--- src/ccrl_cfg.svh ---
// register offsets, field positions, reset values and timing counts of the level/route control
`ifndef CCRL_CFG_SVH
`define CCRL_CFG_SVH

`define CCRL_OFS_DAC2_CTRL    8'h0c
`define CCRL_OFS_OUT1         8'h0d
`define CCRL_OFS_OUT2         8'h0e
`define CCRL_OFS_OUT3         8'h0f
`define CCRL_OFS_ADC_LEFT     8'h10
`define CCRL_OFS_ADC_RIGHT    8'h11
`define CCRL_OFS_DAC2_VOL_A   8'h14
`define CCRL_OFS_DAC2_VOL_B   8'h15

`define CCRL_BIT_DEEMPH       7
`define CCRL_BIT_SNGVOL       6
`define CCRL_BIT_SOFT         5
`define CCRL_BIT_ZC           4
`define CCRL_BIT_LOOPBACK     3
`define CCRL_BIT_INVERT       2
`define CCRL_POS_MIX          0
`define CCRL_BIT_EXT_MUTE     3
`define CCRL_POS_SRC_SEL      0

`define CCRL_RST_DAC2_CTRL    8'h00
`define CCRL_RST_OUT          8'h07
`define CCRL_RST_ADC_VOL      8'h00
`define CCRL_RST_DAC2_VOL     8'h00

`define CCRL_ADC_VOL_MAX      8'h18
`define CCRL_ADC_VOL_LOW      8'h58
`define CCRL_ADC_LOW_HALF_DB  (-168)
`define CCRL_ZC_TIMEOUT_MIN   512
`define CCRL_ZC_TIMEOUT_MAX   1024
`define CCRL_STEPS_PER_DB     8
`define CCRL_FRAMES_PER_DB    8
`define CCRL_FRAMES_PER_STEP  (`CCRL_FRAMES_PER_DB / `CCRL_STEPS_PER_DB)

`endif

--- src/ccrl_pkg.sv ---
// types of the level/route control block
package ccrl_pkg;

   typedef enum logic [1:0] {
      CCRL_MIX_STEREO = 2'b00,
      CCRL_MIX_MONO   = 2'b01,
      CCRL_MIX_MONO_B = 2'b10,
      CCRL_MIX_SWAP   = 2'b11
   } ccrl_mix_e;

   typedef struct packed {
      logic      deemph;
      logic      second_dac_single_volume;
      logic      second_dac_soft_ramp_en;
      logic      second_dac_zero_cross_en;
      logic      loopback_en;
      logic      second_dac_invert;
      ccrl_mix_e second_dac_mixer_sel;
   } ccrl_dac2_ctrl_s;

   typedef struct packed {
      logic [3:0] rsvd;
      logic       ext_mute;
      logic [2:0] source_sel;
   } ccrl_out_ctrl_s;

   typedef struct packed {
      logic       valid;
      logic [2:0] source_sel;
   } ccrl_route_s;

   typedef struct packed {
      logic data;
      logic bit_clock;
      logic frame_clock;
   } ccrl_serial_s;

endpackage

--- src/ccrl_level_ramp.sv ---
// per-channel level engine: immediate, zero-cross, soft-ramp and combined modes
`timescale 1ns/10ps
`include "ccrl_cfg.svh"
module ccrl_level_ramp #(
   parameter int LEVEL_W = 11,
   parameter int TIMEOUT = `CCRL_ZC_TIMEOUT_MIN
) (
   // clock and reset
   input  wire logic                      i_clk_sys,
   input  wire logic                      i_sys_rst,
   // mode and pacing
   input  wire logic                      i_soft,
   input  wire logic                      i_zc,
   input  wire logic                      i_tick,
   input  wire logic                      i_zero_cross,
   // levels in 1/8 dB units
   input  wire logic signed [LEVEL_W-1:0] i_target,
   output logic signed [LEVEL_W-1:0]      o_level
);
   initial begin
      if (TIMEOUT < `CCRL_ZC_TIMEOUT_MIN || TIMEOUT > `CCRL_ZC_TIMEOUT_MAX || LEVEL_W < 11)
         $error("ccrl_level_ramp: unsupported parameters");
   end

   logic [10:0] wait_cnt;
   logic        pending;
   logic        timed_out;
   logic        step_ok;

   assign pending   = (i_target != o_level);
   assign timed_out = i_tick && (wait_cnt >= 11'(TIMEOUT - 1));
   // a step is only ever taken on a frame edge so soft ramp paces at one 1/8 dB per frame
   assign step_ok   = i_zc ? ((i_tick && i_zero_cross) || timed_out) : i_tick;

   // each instance owns its timer, so channels never wait on each other
   always_ff @(posedge i_clk_sys or posedge i_sys_rst) begin
      if (i_sys_rst) begin
         wait_cnt <= 11'h000;
      end else if (!pending || step_ok) begin
         wait_cnt <= 11'h000;
      end else if (i_tick) begin
         wait_cnt <= wait_cnt + 11'h001;
      end
   end

   always_ff @(posedge i_clk_sys or posedge i_sys_rst) begin
      if (i_sys_rst) begin
         o_level <= '0;
      end else if (!i_soft && !i_zc) begin
         o_level <= i_target;
      end else if (pending && step_ok) begin
         if (!i_soft) begin
            o_level <= i_target;
         end else if (i_target > o_level) begin
            o_level <= o_level + LEVEL_W'(1);
         end else begin
            o_level <= o_level - LEVEL_W'(1);
         end
      end
   end

   a_immediate_apply: assert property (@(posedge i_clk_sys) disable iff (i_sys_rst)
      (!i_soft && !i_zc) |=> (o_level == $past(i_target)))
      else $error("level not applied at once with both modes off");
   a_ramp_step_size: assert property (@(posedge i_clk_sys) disable iff (i_sys_rst)
      i_soft |=> ((o_level == $past(o_level)) || (o_level == $past(o_level) + LEVEL_W'(1))
                  || (o_level == $past(o_level) - LEVEL_W'(1))))
      else $error("soft ramp moved more than one eighth dB");
   a_ramp_frame_paced: assert property (@(posedge i_clk_sys) disable iff (i_sys_rst)
      ((i_soft || i_zc) && !i_tick) |=> $stable(o_level))
      else $error("level moved between frame edges");
   a_zc_gate_hold: assert property (@(posedge i_clk_sys) disable iff (i_sys_rst)
      (i_zc && i_tick && !i_zero_cross && !timed_out) |=> $stable(o_level))
      else $error("zero-cross gate let a change through early");
   a_zc_timeout_bound: assert property (@(posedge i_clk_sys) disable iff (i_sys_rst)
      wait_cnt <= 11'(TIMEOUT - 1))
      else $error("zero-cross wait exceeded the timeout");
   c_ramp_step: cover property (@(posedge i_clk_sys) disable iff (i_sys_rst)
      i_soft && pending && step_ok);
   c_zc_timeout: cover property (@(posedge i_clk_sys) disable iff (i_sys_rst)
      i_zc && pending && timed_out);
endmodule // ccrl_level_ramp

--- src/ccrl_top.sv ---
// control registers, second-DAC processing, output routing and ADC volume levels
//
// Operation
// - single-volume on: channel A volume drives both second-DAC channels, B ignored.
// - soft ramp moves level in 1/8 dB steps, 1 dB per 8 frames.
// - zero-cross mode applies change at a zero crossing or after 512-1024 samples.
// - zero-cross detection and timeout run separately for each channel.
// - soft plus zero-cross: each 1/8 dB step waits for crossing or timeout.
// - both mode bits clear: level change applies immediately.
// - loopback routes ADC data, bit clock and frame clock into first DAC port.
// - invert negates both second-DAC channels, 180 degree phase shift.
// - mixer: 00 straight, 01 mono average on both, 11 swapped.
// - external mute bit 1 drives active-low pin low, 0 drives it high.
// - source selector: 001-101 input pairs, 110 first DAC, 111 second DAC.
// - each ADC channel has its own 8-bit half-dB volume, soft ramp optional.
// - ADC volume decodes two's complement half-dB, +12 to -84 dB.
// - second-DAC volume is unsigned half-dB attenuation, 0 to -127.5 dB.
`timescale 1ns/10ps
`include "ccrl_cfg.svh"
module ccrl_top #(
   parameter int SAMPLE_W   = 24,
   parameter int LEVEL_W    = 11,
   parameter int ZC_TIMEOUT = `CCRL_ZC_TIMEOUT_MIN
) (
   // clock and reset
   input  wire logic                       i_clk_sys,
   input  wire logic                       i_sys_rst,
   // control port
   input  wire logic                       i_reg_wr,
   input  wire logic                       i_reg_rd,
   input  wire logic [7:0]                 i_reg_addr,
   input  wire logic [7:0]                 i_reg_wdata,
   output logic [7:0]                      o_reg_rdata,
   // neighbouring ADC soft-ramp enable
   input  wire logic                       i_adc_soft_ramp_en,
   // second-DAC sample stream, paced by the frame clock
   input  wire logic                       i_frame_clock,
   input  wire logic signed [SAMPLE_W-1:0] i_dac2_left,
   input  wire logic signed [SAMPLE_W-1:0] i_dac2_right,
   output logic signed [SAMPLE_W-1:0]      o_dac2_a,
   output logic signed [SAMPLE_W-1:0]      o_dac2_b,
   output logic signed [LEVEL_W-1:0]       o_dac2_level_a,
   output logic signed [LEVEL_W-1:0]       o_dac2_level_b,
   output logic signed [LEVEL_W-1:0]       o_adc_level_left,
   output logic signed [LEVEL_W-1:0]       o_adc_level_right,
   // serial port sources for the first DAC
   input  ccrl_pkg::ccrl_serial_s          i_adc_port,
   input  ccrl_pkg::ccrl_serial_s          i_dac1_pins,
   output ccrl_pkg::ccrl_serial_s          o_dac1_port,
   // analog outputs
   output logic [2:0]                      o_output_ext_mute_n,
   output ccrl_pkg::ccrl_route_s [2:0]     o_output_route
);
   initial begin
      if (SAMPLE_W < 2 || LEVEL_W < 11)
         $error("ccrl_top: unsupported parameters");
   end

   ccrl_pkg::ccrl_dac2_ctrl_s      dac2_ctrl;
   ccrl_pkg::ccrl_out_ctrl_s [2:0] out_ctrl;
   logic [7:0]                     adc_vol [2];
   logic [7:0]                     dac2_vol [2];
   logic signed [LEVEL_W-1:0]      adc_target [2];
   logic signed [LEVEL_W-1:0]      chan_target [4];
   logic signed [LEVEL_W-1:0]      chan_level [4];
   logic [3:0]                     chan_soft;
   logic [3:0]                     chan_zc;
   logic [3:0]                     chan_cross;
   logic                           frame_prev;
   logic                           tick;
   logic signed [SAMPLE_W-1:0]     next_a;
   logic signed [SAMPLE_W-1:0]     next_b;
   logic signed [SAMPLE_W:0]       sum_lr;
   logic signed [SAMPLE_W-1:0]     mono;

   // a write to 0x0d..0x0f takes effect on the next edge; reserved bits are dropped
   function automatic logic out_reg_hit(input logic [7:0] addr, input int idx);
      return addr == (`CCRL_OFS_OUT1 + 8'(idx));
   endfunction

   // reserved ADC codes decode as invalid and leave the previous target in place
   function automatic logic adc_code_ok(input logic [7:0] code);
      return (code <= `CCRL_ADC_VOL_MAX) || code[7] || (code == `CCRL_ADC_VOL_LOW);
   endfunction

   function automatic logic signed [LEVEL_W-1:0] adc_decode(input logic [7:0] code);
      logic signed [LEVEL_W-1:0] half_db;
      half_db = (code == `CCRL_ADC_VOL_LOW) ? LEVEL_W'(`CCRL_ADC_LOW_HALF_DB)
                                             : LEVEL_W'($signed(code));
      return LEVEL_W'(half_db * 4);
   endfunction

   // negating the most negative code would wrap, so it saturates instead
   function automatic logic signed [SAMPLE_W-1:0] negate(input logic signed [SAMPLE_W-1:0] s);
      logic signed [SAMPLE_W-1:0] most_neg;
      most_neg = {1'b1, {(SAMPLE_W-1){1'b0}}};
      return (s == most_neg) ? ~s : -s;
   endfunction

   function automatic logic crossed(input logic signed [SAMPLE_W-1:0] prev,
                                    input logic signed [SAMPLE_W-1:0] cur);
      return (cur == '0) || (prev[SAMPLE_W-1] != cur[SAMPLE_W-1]);
   endfunction

   // register writes
   always_ff @(posedge i_clk_sys or posedge i_sys_rst) begin
      if (i_sys_rst) begin
         dac2_ctrl <= ccrl_pkg::ccrl_dac2_ctrl_s'(`CCRL_RST_DAC2_CTRL);
      end else if (i_reg_wr && i_reg_addr == `CCRL_OFS_DAC2_CTRL) begin
         dac2_ctrl <= ccrl_pkg::ccrl_dac2_ctrl_s'(i_reg_wdata);
      end
   end

   always_ff @(posedge i_clk_sys or posedge i_sys_rst) begin
      if (i_sys_rst) begin
         adc_vol[0]  <= `CCRL_RST_ADC_VOL;
         adc_vol[1]  <= `CCRL_RST_ADC_VOL;
         dac2_vol[0] <= `CCRL_RST_DAC2_VOL;
         dac2_vol[1] <= `CCRL_RST_DAC2_VOL;
      end else if (i_reg_wr) begin
         unique case (i_reg_addr)
            `CCRL_OFS_ADC_LEFT:   adc_vol[0]  <= i_reg_wdata;
            `CCRL_OFS_ADC_RIGHT:  adc_vol[1]  <= i_reg_wdata;
            `CCRL_OFS_DAC2_VOL_A: dac2_vol[0] <= i_reg_wdata;
            `CCRL_OFS_DAC2_VOL_B: dac2_vol[1] <= i_reg_wdata;
            default: begin
            end
         endcase
      end
   end

   genvar g;
   generate
      for (g = 0; g < 3; g++) begin : g_out
         always_ff @(posedge i_clk_sys or posedge i_sys_rst) begin
            if (i_sys_rst) begin
               out_ctrl[g] <= ccrl_pkg::ccrl_out_ctrl_s'(`CCRL_RST_OUT);
            end else if (i_reg_wr && out_reg_hit(i_reg_addr, g)) begin
               out_ctrl[g] <= {4'h0, i_reg_wdata[`CCRL_BIT_EXT_MUTE],
                               i_reg_wdata[`CCRL_POS_SRC_SEL +: 3]};
            end
         end

         always_ff @(posedge i_clk_sys or posedge i_sys_rst) begin
            if (i_sys_rst) begin
               o_output_ext_mute_n[g] <= 1'b1;
               o_output_route[g]      <= '0;
            end else begin
               o_output_ext_mute_n[g]       <= ~out_ctrl[g].ext_mute;
               o_output_route[g].source_sel <= out_ctrl[g].source_sel;
               o_output_route[g].valid      <= (out_ctrl[g].source_sel != 3'h0);
            end
         end

         a_mute_pin_level: assert property (@(posedge i_clk_sys) disable iff (i_sys_rst)
            (i_reg_wr && out_reg_hit(i_reg_addr, g))
            |=> ##1 (o_output_ext_mute_n[g] == !$past(i_reg_wdata[`CCRL_BIT_EXT_MUTE], 2)))
            else $error("mute pin does not follow its register bit");
         a_route_reserved: assert property (@(posedge i_clk_sys) disable iff (i_sys_rst)
            (out_ctrl[g].source_sel == 3'h0) |=> !o_output_route[g].valid)
            else $error("reserved source code marked valid");
      end
   endgenerate

   // read port: unmapped offsets and reserved bits read zero
   always_ff @(posedge i_clk_sys or posedge i_sys_rst) begin
      if (i_sys_rst) begin
         o_reg_rdata <= 8'h00;
      end else if (i_reg_rd) begin
         unique case (i_reg_addr)
            `CCRL_OFS_DAC2_CTRL:  o_reg_rdata <= dac2_ctrl;
            `CCRL_OFS_OUT1:       o_reg_rdata <= out_ctrl[0];
            `CCRL_OFS_OUT2:       o_reg_rdata <= out_ctrl[1];
            `CCRL_OFS_OUT3:       o_reg_rdata <= out_ctrl[2];
            `CCRL_OFS_ADC_LEFT:   o_reg_rdata <= adc_vol[0];
            `CCRL_OFS_ADC_RIGHT:  o_reg_rdata <= adc_vol[1];
            `CCRL_OFS_DAC2_VOL_A: o_reg_rdata <= dac2_vol[0];
            `CCRL_OFS_DAC2_VOL_B: o_reg_rdata <= dac2_vol[1];
            default:              o_reg_rdata <= 8'h00;
         endcase
      end
   end

   // loopback switches the first DAC port source; registered so the pins see no glitch
   always_ff @(posedge i_clk_sys or posedge i_sys_rst) begin
      if (i_sys_rst) begin
         o_dac1_port <= '0;
      end else begin
         o_dac1_port <= dac2_ctrl.loopback_en ? i_adc_port : i_dac1_pins;
      end
   end

   // frame edge marks a new sample pair
   always_ff @(posedge i_clk_sys or posedge i_sys_rst) begin
      if (i_sys_rst) begin
         frame_prev <= 1'b0;
      end else begin
         frame_prev <= i_frame_clock;
      end
   end
   assign tick = i_frame_clock && !frame_prev;

   // mixing then polarity inversion
   always_comb begin
      sum_lr = (SAMPLE_W+1)'(i_dac2_left) + (SAMPLE_W+1)'(i_dac2_right);
      mono   = sum_lr[SAMPLE_W:1];
      unique case (dac2_ctrl.second_dac_mixer_sel)
         ccrl_pkg::CCRL_MIX_STEREO: begin
            next_a = i_dac2_left;
            next_b = i_dac2_right;
         end
         ccrl_pkg::CCRL_MIX_MONO, ccrl_pkg::CCRL_MIX_MONO_B: begin
            next_a = mono;
            next_b = mono;
         end
         ccrl_pkg::CCRL_MIX_SWAP: begin
            next_a = i_dac2_right;
            next_b = i_dac2_left;
         end
      endcase
      if (dac2_ctrl.second_dac_invert) begin
         next_a = negate(next_a);
         next_b = negate(next_b);
      end
   end

   always_ff @(posedge i_clk_sys or posedge i_sys_rst) begin
      if (i_sys_rst) begin
         o_dac2_a <= '0;
         o_dac2_b <= '0;
      end else if (tick) begin
         o_dac2_a <= next_a;
         o_dac2_b <= next_b;
      end
   end

   // crossings are judged per channel against that channel's last sample
   assign chan_cross = {2'b00, crossed(o_dac2_b, next_b), crossed(o_dac2_a, next_a)};

   // ADC targets hold on reserved codes
   always_ff @(posedge i_clk_sys or posedge i_sys_rst) begin
      if (i_sys_rst) begin
         adc_target[0] <= '0;
         adc_target[1] <= '0;
      end else begin
         if (adc_code_ok(adc_vol[0])) adc_target[0] <= adc_decode(adc_vol[0]);
         if (adc_code_ok(adc_vol[1])) adc_target[1] <= adc_decode(adc_vol[1]);
      end
   end

   // channels 0/1: second DAC A/B, 2/3: ADC left/right, all in signed 1/8 dB
   always_comb begin
      chan_target[0] = -LEVEL_W'({dac2_vol[0], 2'b00});
      chan_target[1] = dac2_ctrl.second_dac_single_volume ? chan_target[0]
                                                          : -LEVEL_W'({dac2_vol[1], 2'b00});
      chan_target[2] = adc_target[0];
      chan_target[3] = adc_target[1];
   end
   assign chan_soft = {{2{i_adc_soft_ramp_en}}, {2{dac2_ctrl.second_dac_soft_ramp_en}}};
   assign chan_zc   = {2'b00, {2{dac2_ctrl.second_dac_zero_cross_en}}};

   generate
      for (g = 0; g < 4; g++) begin : g_chan
         ccrl_level_ramp #(
            .LEVEL_W (LEVEL_W),
            .TIMEOUT (ZC_TIMEOUT)
         ) u_ramp (
            .i_clk_sys    (i_clk_sys),
            .i_sys_rst    (i_sys_rst),
            .i_soft       (chan_soft[g]),
            .i_zc         (chan_zc[g]),
            .i_tick       (tick),
            .i_zero_cross (chan_cross[g]),
            .i_target     (chan_target[g]),
            .o_level      (chan_level[g])
         );
      end
   endgenerate

   always_ff @(posedge i_clk_sys or posedge i_sys_rst) begin
      if (i_sys_rst) begin
         o_dac2_level_a    <= '0;
         o_dac2_level_b    <= '0;
         o_adc_level_left  <= '0;
         o_adc_level_right <= '0;
      end else begin
         o_dac2_level_a    <= chan_level[0];
         o_dac2_level_b    <= chan_level[1];
         o_adc_level_left  <= chan_level[2];
         o_adc_level_right <= chan_level[3];
      end
   end

   // checked at the level outputs so a broken link or a broken B engine both show up
   a_single_vol_link: assert property (@(posedge i_clk_sys) disable iff (i_sys_rst)
      (dac2_ctrl.second_dac_single_volume && !dac2_ctrl.second_dac_soft_ramp_en
       && !dac2_ctrl.second_dac_zero_cross_en)
      |=> ##1 (o_dac2_level_b == o_dac2_level_a))
      else $error("channel B does not follow channel A volume");
   a_loopback_route: assert property (@(posedge i_clk_sys) disable iff (i_sys_rst)
      dac2_ctrl.loopback_en |=> (o_dac1_port == $past(i_adc_port)))
      else $error("loopback does not carry the ADC port");
   a_mixer_swap: assert property (@(posedge i_clk_sys) disable iff (i_sys_rst)
      (tick && !dac2_ctrl.second_dac_invert
       && dac2_ctrl.second_dac_mixer_sel == ccrl_pkg::CCRL_MIX_SWAP)
      |=> (o_dac2_a == $past(i_dac2_right)) && (o_dac2_b == $past(i_dac2_left)))
      else $error("swap mix does not exchange channels");
   a_polarity_invert: assert property (@(posedge i_clk_sys) disable iff (i_sys_rst)
      (tick && dac2_ctrl.second_dac_invert && i_dac2_left != '0
       && dac2_ctrl.second_dac_mixer_sel == ccrl_pkg::CCRL_MIX_STEREO)
      |=> (o_dac2_a[SAMPLE_W-1] != $past(i_dac2_left[SAMPLE_W-1])))
      else $error("inverted sample kept its sign");
   a_mono_equal: assert property (@(posedge i_clk_sys) disable iff (i_sys_rst)
      (tick && dac2_ctrl.second_dac_mixer_sel[0] != dac2_ctrl.second_dac_mixer_sel[1])
      |=> (o_dac2_a == o_dac2_b))
      else $error("mono mix produced different outputs");

   c_loopback_on: cover property (@(posedge i_clk_sys) disable iff (i_sys_rst)
      $rose(dac2_ctrl.loopback_en));
   c_mute_engaged: cover property (@(posedge i_clk_sys) disable iff (i_sys_rst)
      $fell(o_output_ext_mute_n[0]));
   c_soft_zc_both: cover property (@(posedge i_clk_sys) disable iff (i_sys_rst)
      dac2_ctrl.second_dac_soft_ramp_en && dac2_ctrl.second_dac_zero_cross_en
      && (o_dac2_level_a != chan_target[0]));
endmodule // ccrl_top

--- config.mk ---
export PLATFORM = sky130hd
export DESIGN_NAME = ccrl_top
export DESIGN_NICKNAME = d
export VERILOG_FILES = /design/src/ccrl_pkg.sv /design/src/ccrl_level_ramp.sv /design/src/ccrl_top.sv
export VERILOG_INCLUDE_DIRS = /design/src
export SDC_FILE = /design/constraint.sdc
export NUM_CORES = 1
export LEC_CHECK = 0
export BUFFER_PORTS_ARGS = -buffer_cell sky130_fd_sc_hd__buf_2
export CORE_MARGIN = 3
export CORE_UTILIZATION = 54
export DETAILED_ROUTE_END_ITERATION = 16
export PLACE_DENSITY = 0.77
export SYNTH_ARGS = -nofsm -noshare
export SYNTH_HDL_FRONTEND = slang
export SYNTH_SLANG_ARGS = --single-unit
export TNS_END_PERCENT = 1
--- constraint.sdc ---
create_clock -name i_clk_sys -period 6.9 [get_ports i_clk_sys]
set_input_delay 0.345 -clock i_clk_sys [delete_from_list [all_inputs] [get_ports i_clk_sys]]
set_output_delay 0.345 -clock i_clk_sys [all_outputs]
set_load 0.01 [all_outputs]
==> reports/results.txt <==
status - finished, final reports clean
CP required - 7320 ps
Yosys top cell by area - dfrtp_1
Fmax - 161.3 MHz
most used cell, CP - nor2_1
VDD IR max - 0.2124 mV
Synth warnings - 0
Antenna Cells - 0
wire per inst - 20.34 um
FILL cells - 2683
dpl cells - 2422
Top FF cell, synth - dfrtp_1
largest net degree at the start of global routing - 168
CP arrival - 6620 ps
post-DP HPWL - 37920 um
clock skew - 17.58 ps
Crit Reg-Reg Endpoint - g_chan[0].u_ramp.wait_cnt[5]
asr flop ratio synth - 100.0%
initial antenna violation count - 0
Initial Utilization - 54.96%
RSZ-0062 raised after global routing - no
Die H - 185.7 um
Setup Buffers After CTS - 0
Avg Synthesized Cell Area - 9.122 um2
# DRC - 0
Slew Limit Fails - 0
final total power - 5.070 mW
Hold Fails Final Rpt - 0
WHS Path Cells - 2
die width - 185.7 um
root buf cell - clkbuf_16
Post-Synthesis Cell Area - 0.01743 mm2
Critical R2R Launch - dac2_ctrl[0]
Max Fanout on Critical Path - 33
io pins - 194
min cycle time layout - 6201 ps
Worst-Skew Late Latency - 560 ps
top post-synthesis cells by count - 243 x dfrtp_1, 195 x nand2_1, 141 x nor2_1
CP startpoint - dac2_ctrl[0]
global-route wire length before repair - 78890 um
clk buf depth - 3
Initial DRC Count - 1488
max cap viols - 0
RePlAce Congestion - 0.9981
Pwr Density - 258.9 mW/mm2
Synth area leaders - dfrtp_1 35%, ha_1 7.4%, mux2_2 4.9%
DIE AREA - 0.03448 mm2
total grt overflow - 0
number of synthesized flops with an enable pin - 0
synthesized instance count - 1911
number of core rows - 65
htree depth - 1
synth unique cells - 98
Core ar. - 0.03172 mm2
critical setup path kind - flop to flop
Critical Path Sink - g_chan[0].u_ramp.wait_cnt[5]
Setup TNS - 0 ps
Vias/cell - 6.300
synth-to-layout area growth - 12.34%
CP Buf/Inv Count - 2
Reg clk slew, reported paths - 60 ps
min-delay worst type - primary input to flop
delay-heaviest family, CP - simple AND/OR/NAND/NOR gates
worst-path cell chain - inv_1, ha_2, nor2b_2, buf_4, nand2b_1, nor2_1, a221oi_1, nand2_1, nor3_1, nand4_2, nor4_4, o31ai_2, xnor2_1, nand4_1, or4_4, o21ai_4, a21o_1, nor2_1
critical path depth - 18
Yosys top cell area share - 34.88%
slew margin rel. - 21.73%
R2R cell count - 18
I/O Buffers - 193
Initial DRT Pass Iterations - 6
clock tree from TritonCTS - yes
ANT nets after route - 0
Max stage delay cell, worst path - nor4_4
Seq cells post-synth - 255
Tot GR Track Use - 28.26%
placed cell area - 0.01860 mm2
fin area - 0.01958 mm2
count leader, synth - dfrtp_1
Finish-stage setup viols - 0
post-synthesis sequential area ratio - 36.69%
worst-margin pin slew - 1165 ps
final core occ - 61.74%
Post-Syn Nets - 2095
share of layout cells above drive strength 1 - 19.00%
crit end category - flop
Clock Sinks - 255
Worst path max stage delay - 950 ps
static leakage - 9.058 nW
Final period util - 89.87%
Post-Route WL - 50370 um
vias in the first global route - 14676
flop-to-flop setup slack - 700 ps
non-filler instance count after layout - 2476
DR vias - 15599
total CTS buffers - 27
Final nets - 2237
CP Launch Type - flop
==> timing repair <==
action                                 CTS  global route
hold buffers                             4             0
resized for setup                        0             0
endpoints found under the hold margin   26             0
==> cell type report <==
| cell class | count | area (um2) | area share, % |
|---|---|---|---|
| clock inverter | 12 | 182.7 | 0.9328 |
| sequential | 255 | 6397 | 32.67 |
| multi-input combinational | 1465 | 10270 | 52.45 |
| timing repair buffer | 210 | 1116 | 5.699 |
| inverter | 94 | 356.6 | 1.821 |
| tap | 402 | 503.0 | 2.568 |
| clock buffer | 38 | 757.0 | 3.865 |
==> worst min path at each step <==
stage	start	endpoint	slack (ps)
6_report	i_dac1_pins[2]	o_dac1_port[2]	20
5_1_grt	i_dac1_pins[2]	o_dac1_port[2]	4
4_1_cts	i_dac1_pins[2]	o_dac1_port[2]	5
3_5_place_dp	out_ctrl[3]	o_output_ext_mute_n[0]	390
3_3_place_gp	out_ctrl[3]	o_output_ext_mute_n[0]	380
2_1_floorplan	g_chan[0].u_ramp.o_level[10]	o_dac2_level_a[10]	350
==> state kept, by name, summed over array words and instances (netlist names), 12 cells and up <==
register and cells:
out_ctrl 12, adc_vol 16, dac2_vol 16, adc_target 18, o_output_route 12, o_dac2_b 24
o_dac2_a 24, g_chan.u_ramp.o_level 44, g_chan.u_ramp.wait_cnt 22
==> cells in the final DEF (no fill, tap or decap), drive strengths merged, types with 9 or more instances in the layout <==
| cell | n |
|---|---|
| a21oi | 131 |
| mux4 | 10 |
| nor2b | 21 |
| a221oi | 11 |
| buf | 206 |
| dfstp | 12 |
| o21ai | 119 |
| xnor2 | 70 |
| nand2b | 20 |
| nor3 | 33 |
| clkbuf | 38 |
| xor2 | 33 |
| nand3 | 45 |
| or3 | 26 |
| a21o | 40 |
| o2111ai | 11 |
| and2 | 14 |
| a211o | 9 |
| and3 | 20 |
| mux2i | 23 |
| nand4 | 45 |
| nand2 | 195 |
| nor2 | 143 |
| o21bai | 17 |
| o31ai | 17 |
| or2 | 12 |
| mux2 | 76 |
| a22oi | 21 |
| o211ai | 21 |
| inv | 93 |
| ha | 103 |
| dfrtp | 243 |
| a211oi | 9 |
| nor4 | 13 |
| o21a | 23 |
==> cell families after synthesis <==
group	Yosys count	synth area share (%)
AO/OA/AOI/OAI	518	20.11
flip-flops	255	36.69
XOR/XNOR	103	5.175
multiplexers	109	7.522
AND/OR/NAND/NOR	627	18.04
buffers and inverters	191	4.493
adder cells (fa/ha/maj)	108	7.967
==> per-stage QoR <==
step	setup slack (ps)	hold slack [ps]
after global placement	1033	383.1
after global routing	193.2	4.488
final	698.8	22.40
after floorplan	1928	353.7
after detailed placement	843.5	385.2
after CTS	813.6	5.226
==> report_power, final <==
part	internal, mW	total (mW)	switching [mW]
sequential	1.65	1.79	0.141
combinational	0.705	1.74	1.03
clock	0.919	1.54	0.622
==> routing by layer <==
layer  share of wire, %  vias to the layer above  GRT usage, %  wire [um]
met3                6.6                      126         3.479       3318
met4                3.6                        0         9.860       1797
met2                 47                      648         45.76      23590
met5                  0                        -             0          0
li1                   -                     7253             -          -
met1                 43                     7572         39.49      21660
(Power assumes the default switching activity.)
